File: config.mk
export PLATFORM = sky130hd
export DESIGN_NAME = tkm_top
export DESIGN_NICKNAME = d
export VERILOG_FILES = /design/src/common/tkm_pkg.sv /design/src/tkm_top.sv /design/src/tkm_clk_div.sv
export SDC_FILE = /design/constraint.sdc
export NUM_CORES = 1
export LEC_CHECK = 0
export BUFFER_PORTS_ARGS = -buffer_cell sky130_fd_sc_hd__buf_4
export CORE_UTILIZATION = 30
export DETAILED_ROUTE_END_ITERATION = 7
export GPL_TIMING_DRIVEN = 0
export PLACE_DENSITY = 0.59
export RECOVER_POWER = 25
export SLEW_MARGIN = 20
export SYNTH_ARGS = -nofsm -noshare
export SYNTH_HDL_FRONTEND = slang
export SYNTH_HIERARCHICAL = 1
export SYNTH_SLANG_ARGS = --single-unit
File: constraint.sdc
create_clock -name clk_i -period 6.5 [get_ports clk_i]
set_input_delay 0.65 -clock clk_i [delete_from_list [all_inputs] [get_ports clk_i]]
set_output_delay 0.65 -clock clk_i [all_outputs]
set_load 0.05 [all_outputs]
File: src/common/tkm_pkg.sv
// Constants, register map and types for the touch key measurement block
// Function
// - Window ends when time-slot counter overflows
// - Overflow sets slot flag and interrupt request
// - Software set of slot flag skips interrupt
// - Overflow stops oscillators and all counters
// - Start low clears C/F, function, unit counters
// - Start low keeps time-slot counter value
// - Start rising edge starts counters and oscillators
// - C/F overflow sets flag until written zero
// - Function overflow sets flag until written zero
// - Clock select picks fsys divided 1/2/4/8
// - Oscillator frequency select, resets to 11
// - Function count frozen and readable after overflow
// - C/F count frozen until start cleared
// - Ten-bit reference capacitor select, read-write
// - Key select routes first or second key
`default_nettype none
package tkm_pkg;
    // Word index of each register on the bus
    localparam int unsigned ADDR_W = 4;
    localparam logic [3:0] IDX_SLOT_PRELOAD  = 4'h0;
    localparam logic [3:0] IDX_SENSE_CTL0    = 4'h1;
    localparam logic [3:0] IDX_SENSE_CTL1    = 4'h2;
    localparam logic [3:0] IDX_FN_COUNT_LOW  = 4'h3;
    localparam logic [3:0] IDX_FN_COUNT_HIGH = 4'h4;
    localparam logic [3:0] IDX_CF_COUNT_LOW  = 4'h5;
    localparam logic [3:0] IDX_CF_COUNT_HIGH = 4'h6;
    localparam logic [3:0] IDX_REF_CAP_LOW   = 4'h7;
    localparam logic [3:0] IDX_REF_CAP_HIGH  = 4'h8;
    localparam logic [3:0] IDX_MODULE_CTL0   = 4'h9;
    localparam logic [3:0] IDX_MODULE_CTL1   = 4'hA;
    localparam logic [3:0] IDX_IRQ_STATUS    = 4'hB;
    localparam logic [3:0] IDX_IRQ_MASK      = 4'hC;

    // Field positions in sense_control0 and module_control0
    localparam int unsigned CTL0_SLOT_OVF = 6;
    localparam int unsigned CTL0_START    = 5;
    localparam int unsigned CTL0_CF_OVF   = 4;
    localparam int unsigned CTL0_FN_OVF   = 3;
    localparam int unsigned CTL0_RSVD     = 2;
    localparam int unsigned CTL0_FCLK_LSB = 0;
    localparam int unsigned MC0_KEY_SEL   = 6;

    // Reset values and writable-bit masks
    localparam logic [7:0] RST_PRELOAD = 8'h00;
    localparam logic [7:0] RST_CTL1    = 8'h03;
    localparam logic [7:0] RST_MC0     = 8'h00;
    localparam logic [7:0] RST_MC1     = 8'h00;
    localparam logic [7:0] RST_REF     = 8'h00;
    localparam logic [7:0] CTL1_MASK   = 8'h03;
    localparam logic [7:0] MC0_MASK    = 8'h6F;
    localparam logic [7:0] MC1_MASK    = 8'hB3;
    localparam logic [7:0] REFH_MASK   = 8'h03;

    // Counter geometry: unit period is 32 slot clocks
    localparam int unsigned UNIT_W     = 5;
    localparam logic [4:0]  UNIT_LAST  = 5'h1F;
    localparam logic [7:0]  SLOT_FULL  = 8'hFF;
    localparam logic [15:0] COUNT_FULL = 16'hFFFF;
    localparam int unsigned DIV_W      = 3;

    // Interrupt status bit positions
    localparam int unsigned IRQ_W    = 3;
    localparam int unsigned IRQ_SLOT = 0;
    localparam int unsigned IRQ_CF   = 1;
    localparam int unsigned IRQ_FN   = 2;

    typedef enum logic [1:0] {
        MEAS_IDLE = 2'b00,
        MEAS_RUN  = 2'b01,
        MEAS_DONE = 2'b10
    } tkm_meas_e;
endpackage
`default_nettype wire

File: src/tkm_top.sv
// Touch key measurement counters with Avalon-MM register slave
//
// Design decisions made here: the register addresses and the Avalon-MM register port.
`default_nettype none
module tkm_top
    import tkm_pkg::*;
(
    input  wire logic              clk_i,
    input  wire logic              sys_rst_i,
    input  wire logic [ADDR_W-1:0] avs_address_i,
    input  wire logic              avs_read_i,
    input  wire logic              avs_write_i,
    input  wire logic [31:0]       avs_writedata_i,
    input  wire logic [3:0]        avs_byteenable_i,
    output var  logic [31:0]       avs_readdata_o,
    output var  logic              avs_waitrequest_o,
    input  wire logic              first_key_osc_i,
    input  wire logic              second_key_osc_i,
    input  wire logic              ref_osc_i,
    output var  logic              osc_run_o,
    output var  logic [1:0]        osc_freq_o,
    output var  logic [9:0]        ref_cap_o,
    output var  logic              key_sel_o,
    output var  logic [7:0]        module_control0_o,
    output var  logic [7:0]        module_control1_o,
    output var  logic              irq_o
);
    // Register storage
    logic [7:0]       slot_preload;
    logic             slot_overflow_flag;
    logic             detect_start;
    logic             cf_overflow_flag;
    logic             function_overflow_flag;
    logic             ctl0_rsvd;
    logic [1:0]       function_clock_select;
    logic [7:0]       sense_control1;
    logic [7:0]       ref_cap_low;
    logic [7:0]       ref_cap_high;
    logic [7:0]       module_control0;
    logic [7:0]       module_control1;
    logic [IRQ_W-1:0] irq_status;
    logic [IRQ_W-1:0] irq_mask;

    // Measurement state
    tkm_meas_e        meas_state;
    tkm_meas_e        next_meas_state;
    logic             start_prev;
    logic             key_prev;
    logic             ref_prev;
    logic [UNIT_W-1:0] unit_cnt;
    logic [UNIT_W-1:0] next_unit_cnt;
    logic [7:0]       slot_cnt;
    logic [7:0]       next_slot_cnt;
    logic [15:0]      cf_cnt;
    logic [15:0]      next_cf_cnt;
    logic [15:0]      fn_cnt;
    logic [15:0]      next_fn_cnt;

    // Bus handshake state
    logic             ack_pend;
    wire              bus_req;
    wire              acc_wr;
    wire              lane0;
    wire  [7:0]       wdata;
    wire  [7:0]       rd_byte;

    // Bus decode; a write lands only on the edge waitrequest is low
    assign bus_req = avs_read_i || avs_write_i;
    assign acc_wr  = avs_write_i && !avs_waitrequest_o && avs_byteenable_i[0];
    assign lane0   = avs_byteenable_i[0];
    assign wdata   = avs_writedata_i[7:0];

    function automatic logic wr_hit(input logic [3:0] idx,
                                    input logic [3:0] adr,
                                    input logic       wr);
        wr_hit = wr && (adr == idx);
    endfunction

    wire wr_preload = wr_hit(IDX_SLOT_PRELOAD, avs_address_i, acc_wr);
    wire wr_ctl0    = wr_hit(IDX_SENSE_CTL0, avs_address_i, acc_wr);
    wire wr_ctl1    = wr_hit(IDX_SENSE_CTL1, avs_address_i, acc_wr);
    wire wr_refl    = wr_hit(IDX_REF_CAP_LOW, avs_address_i, acc_wr);
    wire wr_refh    = wr_hit(IDX_REF_CAP_HIGH, avs_address_i, acc_wr);
    wire wr_mc0     = wr_hit(IDX_MODULE_CTL0, avs_address_i, acc_wr);
    wire wr_mc1     = wr_hit(IDX_MODULE_CTL1, avs_address_i, acc_wr);
    wire wr_sts     = wr_hit(IDX_IRQ_STATUS, avs_address_i, acc_wr);
    wire wr_msk     = wr_hit(IDX_IRQ_MASK, avs_address_i, acc_wr);

    // Oscillator edge detection; inputs are synchronous to clk_i
    // Key select mux
    wire key_src  = module_control0[MC0_KEY_SEL] ? second_key_osc_i : first_key_osc_i;
    wire key_rise = key_src && !key_prev;
    wire ref_rise = ref_osc_i && !ref_prev;

    // Measurement sequencing terms
    wire running   = (meas_state == MEAS_RUN);
    wire start_rise = detect_start && !start_prev;
    wire ts_tick   = running && ref_rise;
    wire unit_wrap = ts_tick && (unit_cnt == UNIT_LAST);
    wire slot_ovf  = unit_wrap && (slot_cnt == SLOT_FULL);
    wire fn_tick;
    wire cf_inc    = running && key_rise;
    wire fn_inc    = running && fn_tick;
    wire cf_evt    = cf_inc && (cf_cnt == COUNT_FULL);
    wire fn_evt    = fn_inc && (fn_cnt == COUNT_FULL);

    tkm_clk_div #(
        .WIDTH (DIV_W)
    ) u_fn_div (
        .clk_i     (clk_i),
        .sys_rst_i (sys_rst_i),
        .run_i     (running),
        .sel_i     (function_clock_select),
        .tick_o    (fn_tick)
    );

    // State: idle while start low, run after its rise, done on overflow
    always_comb
    begin
        next_meas_state = meas_state;
        unique case (meas_state)
            MEAS_IDLE:
                if (start_rise)
                    next_meas_state = MEAS_RUN;
            MEAS_RUN:
                if (!detect_start)
                    next_meas_state = MEAS_IDLE;
                else if (slot_ovf)
                    next_meas_state = MEAS_DONE;
            MEAS_DONE:
                if (!detect_start)
                    next_meas_state = MEAS_IDLE;
            default:
                next_meas_state = MEAS_IDLE;
        endcase
    end

    assign next_unit_cnt = !detect_start ? '0 :
                           ts_tick ? unit_cnt + UNIT_W'(1) : unit_cnt;
    // Slot counter survives start low; preload taken on start
    assign next_slot_cnt = start_rise ? slot_preload :
                           unit_wrap ? slot_cnt + 8'h01 : slot_cnt;
    assign next_cf_cnt = !detect_start ? 16'h0000 :
                         cf_inc ? cf_cnt + 16'h0001 : cf_cnt;
    assign next_fn_cnt = !detect_start ? 16'h0000 :
                         fn_inc ? fn_cnt + 16'h0001 : fn_cnt;

    // Counters and state registers
    always_ff @(posedge clk_i or posedge sys_rst_i)
    begin
        if (sys_rst_i)
        begin
            meas_state <= MEAS_IDLE;
            start_prev <= 1'b0;
            key_prev   <= 1'b0;
            ref_prev   <= 1'b0;
            unit_cnt   <= '0;
            slot_cnt   <= 8'h00;
            cf_cnt     <= 16'h0000;
            fn_cnt     <= 16'h0000;
        end
        else
        begin
            meas_state <= next_meas_state;
            start_prev <= detect_start;
            key_prev   <= key_src;
            ref_prev   <= ref_osc_i;
            unit_cnt   <= next_unit_cnt;
            slot_cnt   <= next_slot_cnt;
            cf_cnt     <= next_cf_cnt;
            fn_cnt     <= next_fn_cnt;
        end
    end

    // Flag next values: hardware set wins over a same-cycle clear
    // Slot overflow flag set
    wire next_slot_flag = slot_ovf ||
                          (wr_ctl0 ? wdata[CTL0_SLOT_OVF] : slot_overflow_flag);
    wire next_cf_flag = cf_evt ||
                        (cf_overflow_flag && !(wr_ctl0 && !wdata[CTL0_CF_OVF]));
    wire next_fn_flag = fn_evt ||
                        (function_overflow_flag && !(wr_ctl0 && !wdata[CTL0_FN_OVF]));

    // Interrupt events; software setting the slot flag raises none
    // Interrupt request set
    wire [IRQ_W-1:0] irq_evt = {fn_evt, cf_evt, slot_ovf};
    wire [IRQ_W-1:0] irq_clr = wr_sts ? wdata[IRQ_W-1:0] : '0;
    wire [IRQ_W-1:0] next_irq_status = (irq_status & ~irq_clr) | irq_evt;

    // Sense control 0 and interrupt registers
    always_ff @(posedge clk_i or posedge sys_rst_i)
    begin
        if (sys_rst_i)
        begin
            slot_overflow_flag     <= 1'b0;
            cf_overflow_flag       <= 1'b0;
            function_overflow_flag <= 1'b0;
            detect_start           <= 1'b0;
            ctl0_rsvd              <= 1'b0;
            function_clock_select  <= 2'b00;
            irq_status             <= '0;
            irq_mask               <= '0;
        end
        else
        begin
            slot_overflow_flag     <= next_slot_flag;
            cf_overflow_flag       <= next_cf_flag;
            function_overflow_flag <= next_fn_flag;
            irq_status             <= next_irq_status;
            if (wr_ctl0)
            begin
                detect_start          <= wdata[CTL0_START];
                ctl0_rsvd             <= wdata[CTL0_RSVD];
                function_clock_select <= wdata[CTL0_FCLK_LSB +: 2];
            end
            if (wr_msk)
                irq_mask <= wdata[IRQ_W-1:0];
        end
    end

    // Plain read-write configuration registers
    always_ff @(posedge clk_i or posedge sys_rst_i)
    begin
        if (sys_rst_i)
        begin
            slot_preload    <= RST_PRELOAD;
            sense_control1  <= RST_CTL1;
            ref_cap_low     <= RST_REF;
            ref_cap_high    <= RST_REF;
            module_control0 <= RST_MC0;
            module_control1 <= RST_MC1;
        end
        else
        begin
            if (wr_preload)
                slot_preload <= wdata;
            if (wr_ctl1)
                sense_control1 <= wdata & CTL1_MASK;
            if (wr_refl)
                ref_cap_low <= wdata;
            if (wr_refh)
                ref_cap_high <= wdata & REFH_MASK;
            if (wr_mc0)
                module_control0 <= wdata & MC0_MASK;
            if (wr_mc1)
                module_control1 <= wdata & MC1_MASK;
        end
    end

    // Read mux; unmapped words read as zero
    wire [7:0] ctl0_rd = {1'b0, slot_overflow_flag, detect_start,
                          cf_overflow_flag, function_overflow_flag,
                          ctl0_rsvd, function_clock_select};
    assign rd_byte =
        (avs_address_i == IDX_SLOT_PRELOAD)  ? slot_preload :
        (avs_address_i == IDX_SENSE_CTL0)    ? ctl0_rd :
        (avs_address_i == IDX_SENSE_CTL1)    ? sense_control1 :
        (avs_address_i == IDX_FN_COUNT_LOW)  ? fn_cnt[7:0] :
        (avs_address_i == IDX_FN_COUNT_HIGH) ? fn_cnt[15:8] :
        (avs_address_i == IDX_CF_COUNT_LOW)  ? cf_cnt[7:0] :
        (avs_address_i == IDX_CF_COUNT_HIGH) ? cf_cnt[15:8] :
        (avs_address_i == IDX_REF_CAP_LOW)   ? ref_cap_low :
        (avs_address_i == IDX_REF_CAP_HIGH)  ? ref_cap_high :
        (avs_address_i == IDX_MODULE_CTL0)   ? module_control0 :
        (avs_address_i == IDX_MODULE_CTL1)   ? module_control1 :
        (avs_address_i == IDX_IRQ_STATUS)    ? {5'h00, irq_status} :
        (avs_address_i == IDX_IRQ_MASK)      ? {5'h00, irq_mask} :
        8'h00;

    // Waitrequest drops for one cycle, one cycle after a request appears.
    // The extra cycle lets read data be registered before the master samples it.
    always_ff @(posedge clk_i or posedge sys_rst_i)
    begin
        if (sys_rst_i)
        begin
            avs_waitrequest_o <= 1'b1;
            avs_readdata_o    <= 32'h0000_0000;
            ack_pend          <= 1'b0;
        end
        else
        begin
            ack_pend <= 1'b0;
            if (bus_req && avs_waitrequest_o && !ack_pend)
            begin
                avs_waitrequest_o <= 1'b0;
                ack_pend          <= 1'b1;
                avs_readdata_o    <= {24'h00_0000, lane0 ? rd_byte : 8'h00};
            end
            else
                avs_waitrequest_o <= 1'b1;
        end
    end

    // Registered outputs toward the analog front end
    // Oscillators run only inside the window
    always_ff @(posedge clk_i or posedge sys_rst_i)
    begin
        if (sys_rst_i)
        begin
            osc_run_o         <= 1'b0;
            osc_freq_o        <= RST_CTL1[1:0];
            ref_cap_o         <= {RST_REF[1:0], RST_REF};
            key_sel_o         <= 1'b0;
            module_control0_o <= RST_MC0;
            module_control1_o <= RST_MC1;
            irq_o             <= 1'b0;
        end
        else
        begin
            osc_run_o         <= (next_meas_state == MEAS_RUN);
            osc_freq_o        <= sense_control1[1:0];
            ref_cap_o         <= {ref_cap_high[1:0], ref_cap_low};
            key_sel_o         <= module_control0[MC0_KEY_SEL];
            module_control0_o <= module_control0;
            module_control1_o <= module_control1;
            irq_o             <= |(next_irq_status & irq_mask);
        end
    end
endmodule
`default_nettype wire

File: src/tkm_clk_div.sv
// Divider giving one-cycle enables at fsys, fsys/2, fsys/4 or fsys/8
`default_nettype none
module tkm_clk_div
    import tkm_pkg::*;
#(
    parameter int unsigned WIDTH = DIV_W
)(
    input  wire logic       clk_i,
    input  wire logic       sys_rst_i,
    input  wire logic       run_i,
    input  wire logic [1:0] sel_i,
    output wire logic       tick_o
);
    logic [WIDTH-1:0] cnt;
    logic [WIDTH-1:0] next_cnt;
    wire  [WIDTH-1:0] sel_mask;

    // Mask of low bits that must all be one for a tick
    assign sel_mask = WIDTH'((1 << sel_i) - 1);
    assign tick_o   = run_i && ((cnt & sel_mask) == sel_mask);
    assign next_cnt = run_i ? cnt + WIDTH'(1) : '0;

    // Restarts from zero so each window sees the same phase
    always_ff @(posedge clk_i or posedge sys_rst_i)
    begin
        if (sys_rst_i)
            cnt <= '0;
        else
            cnt <= next_cnt;
    end
endmodule
`default_nettype wire

==> flow_summary.toml <==
[cts]
clock_tree.root_cell = "clkbuf_16"
clock_tree.htree_level_count = 4
cts.repair.resized = 0
cts-buffers-inserted = 17
cts.clk_slew.worst_paths_ns = 0.06
max_clock_buf_depth = 2
cts_tree = "done"
post-cts-setup-buffer-count = 0
clk_latency_ns = 0.42
cts.hold.buffers_added = 0
clock_sink_count = 132

[placement]
place.detailed.instances = 978
buffer_ports.inserted = 53
pre_cts_slack_ns = 4.09
globalplace.congestion = 0.936
dp_hpwl_um = 12600

[timing]
totalNegativeSetupSlack_ns = 0
finalClockSkew_ns = 0.00999
achievable-frequency_mhz = 413
period_minus_slack_ns = 2.42
rsz0062_at_grt = "false"
slew-limit-headroom = -0.720
worstMarginPinSlew_ns = 2.57
maxSlewViolCount = 55
setup_violations = 0
min_period_over_period = 0.372
setup_ws_ns = 4.08
hold_violations = 0

[worst_setup_path]
crit-reg2reg-launch = "meas_state[1]$_DFF_PP0_"
crit_required_ns = 6.84
crit_end = "irq_o$_DFF_PP0_"
cp-startpoint = "meas_state[1]$_DFF_PP0_"
worst-r2r-cell-count = 9
critical_path_arrival_ns = 2.77
worst-path-max-fanout = 8
worst-r2r-setup-slack_ns = 4.08
worstReg2RegEnd = "irq_o$_DFF_PP0_"
path_class = "flop to flop"
worstSetupEndpointType = "flop"
crit_path_start_kind = "flop"

[global_routing]
grt_max_degree = 76
via_count_of_the_first_global_routing_pass = 4815
grt_overflow_total = 0
grtUsageTotal = 0.162
antenna_violations_before_repair = 0
grt_first_pass_wirelength_um = 27400

[routing]
drt_iter0_markers = 268
antenna_violating_nets_post_route = 0
wl_per_cell_um = 16.9
route.final.wire_length_um = 17100
drt_pass1_iterations = 5
via_per_inst = 4.82
num_vias = 4872
detail_route.drc_violations = 0

[floorplan]
pin_count = 111
design.die.area_um2 = 22800
core-area_um2 = 21800
placementRows = 54
dieWidth_um = 151
die_height_um = 151
start_util = 0.305

[run_status]
violations = "capacitance limit, slew limit"
outcome = "finished with violations"

[logic_synthesis]
synth_top_area_share = 0.477
yosysWarnings = 6
synthDominantAreaCellType = "dfrtp_1"
ys_top_cells_by_count = "dfrtp_1, nand2_1, mux2_2"
ys_seq_area_frac = 0.497
synth_area_per_inst_um2 = 10.8
yosys.cell_count.top_type = "dfrtp_1"
synth_cell_types = 75
syn_inst = 616
post_synth_instance_area_um2 = 6660
synth.ff_latch_count = 132
ys_dominant_reg_cell = "dfrtp_1"
synth_enable_flop_cells = 0
synth_top_cells_by_area = "dfrtp_1, mux2_2, buf_4"
share_of_synthesized_registers_carrying_an_async_set_or_reset = 1.00

[pwr]
power.static_leakage_nw = 3.82
power_per_cell_area_nw_per_um2 = 314
power.ir.vdd_worst_v = 0.000172

[finish]
number_of_nets_in_the_layout = 770
antenna-diode-count = 0
drive_above_1_share = 0.268
layout-area-overhead-vs-synth_pct = 21.8
finish.cell_count_without_fillers = 1010
filler_cell_count = 2204

[hold_path]
min-delay-path-class = "primary input to async pin"

[job]
max-cap-violations = 1
==> cells in the final DEF, fill, tap and decap left out, types with 6 or more instances in the layout <==
cell,synthesis,final
a21oi_1,19,19
a22oi_1,7,7
and2_1,36,36
and3_1,10,10
buf_2,14,14
buf_4,31,82
clkbuf_1,10,15
clkbuf_16,0,17
conb_1,1,29
dfrtp_1,127,127
ha_1,6,6
inv_1,14,13
mux2_2,42,42
mux2i_1,9,9
nand2_1,46,46
nand2b_1,6,6
nand3_1,24,24
nand4_1,8,8
nor2_1,20,20
nor2b_1,15,15
o21ai_0,27,27
o21ai_1,7,7
xnor2_1,23,23
xor2_1,16,16
==> where the power goes <==
part / switching, mW / internal [mW]
sequential: 0.0967 / 0.948
combinational: 0.381 / 0.195
clock: 0.347 / 0.583
==> final cells by class <==
| class | count | area (µm²) | area share |
|---|---|---|---|
| buffer | 60 | 397 | 0.0489 |
| clock buffer | 23 | 468 | 0.0577 |
| clock inverter | 9 | 106 | 0.0131 |
| inverter | 15 | 57.6 | 0.00709 |
| multi-input combinational | 437 | 3000 | 0.370 |
| sequential | 132 | 3310 | 0.408 |
| tap | 280 | 350 | 0.0432 |
| timing repair buffer | 54 | 422 | 0.0520 |
==> worst max-delay path, stage by stage, from the launching register on <==
cell and delay, ns:
dfrtp_1 0.46, nand2b_1 0.24, inv_1 0.13, o21ai_0 0.09, a21oi_1 0.14, nand3b_1 0.16
nor4_2 0.47, nand3_1 0.30, nand2_1 0.18, a221o_1 0.18
==> routing by layer <==
metal	global-route usage	vias to the layer above	wire length (µm)
met5	0	-	0
met2	0.250	132	7890
met1	0.216	2383	7910
met4	0.0735	0	523
li1	-	2322	-
met3	0.0337	35	757
==> per-stage QoR <==
| step | util | total power, mW | hold slack, ns | instance area, µm² |
|---|---|---|---|---|
| global placement | 0.344 | 1.63 | 0.376 | 7510 |
| CTS | 0.372 | 2.57 | 0.127 | 8120 |
| floorplan | - | 1.45 | 0.359 | 6770 |
| detailed placement | 0.346 | 1.64 | 0.377 | 7550 |
| global route | 0.372 | 2.66 | 0.118 | 8110 |
| finish | 0.372 | 2.55 | 0.0962 | 8110 |
==> sequential cells by signal (all words and copies together), names as in the netlist, 5 cells and up <==
signal             count
unit_cnt               5
ref_cap_o             10
module_control0        6
module_control1        5
cf_cnt                16
slot_preload           8
module_control1_o      5
avs_readdata_o         8
fn_cnt                16
ref_cap_low            8
slot_cnt               8
module_control0_o      6
==> cell families after synthesis <==
family | share of synthesized area
AO/OA/AOI/OAI | 0.102
buffers and inverters | 0.0680
adder cells (fa/ha/maj) | 0.0113
other | 0.000563
flip-flops | 0.497
multiplexers | 0.0883
AND/OR/NAND/NOR | 0.182
XOR/XNOR | 0.0513
==> how the worst min path moves through the flow <==
stage                                  startpoint                   endpoint  slack, ns
floorplan           sense_control1[1]$_DFFE_PP1P_    osc_freq_o[1]$_DFF_PP1_       0.36
global placement    sense_control1[1]$_DFFE_PP1P_    osc_freq_o[1]$_DFF_PP1_       0.38
detailed placement  sense_control1[1]$_DFFE_PP1P_    osc_freq_o[1]$_DFF_PP1_       0.38
CTS                                     sys_rst_i  u_fn_div/cnt[1]$_DFF_PP0_       0.13
global route                            sys_rst_i  u_fn_div/cnt[1]$_DFF_PP0_       0.12
finish                                  sys_rst_i  u_fn_div/cnt[1]$_DFF_PP0_        0.1
No activity file was read; power rests on OpenSTA's default activity.
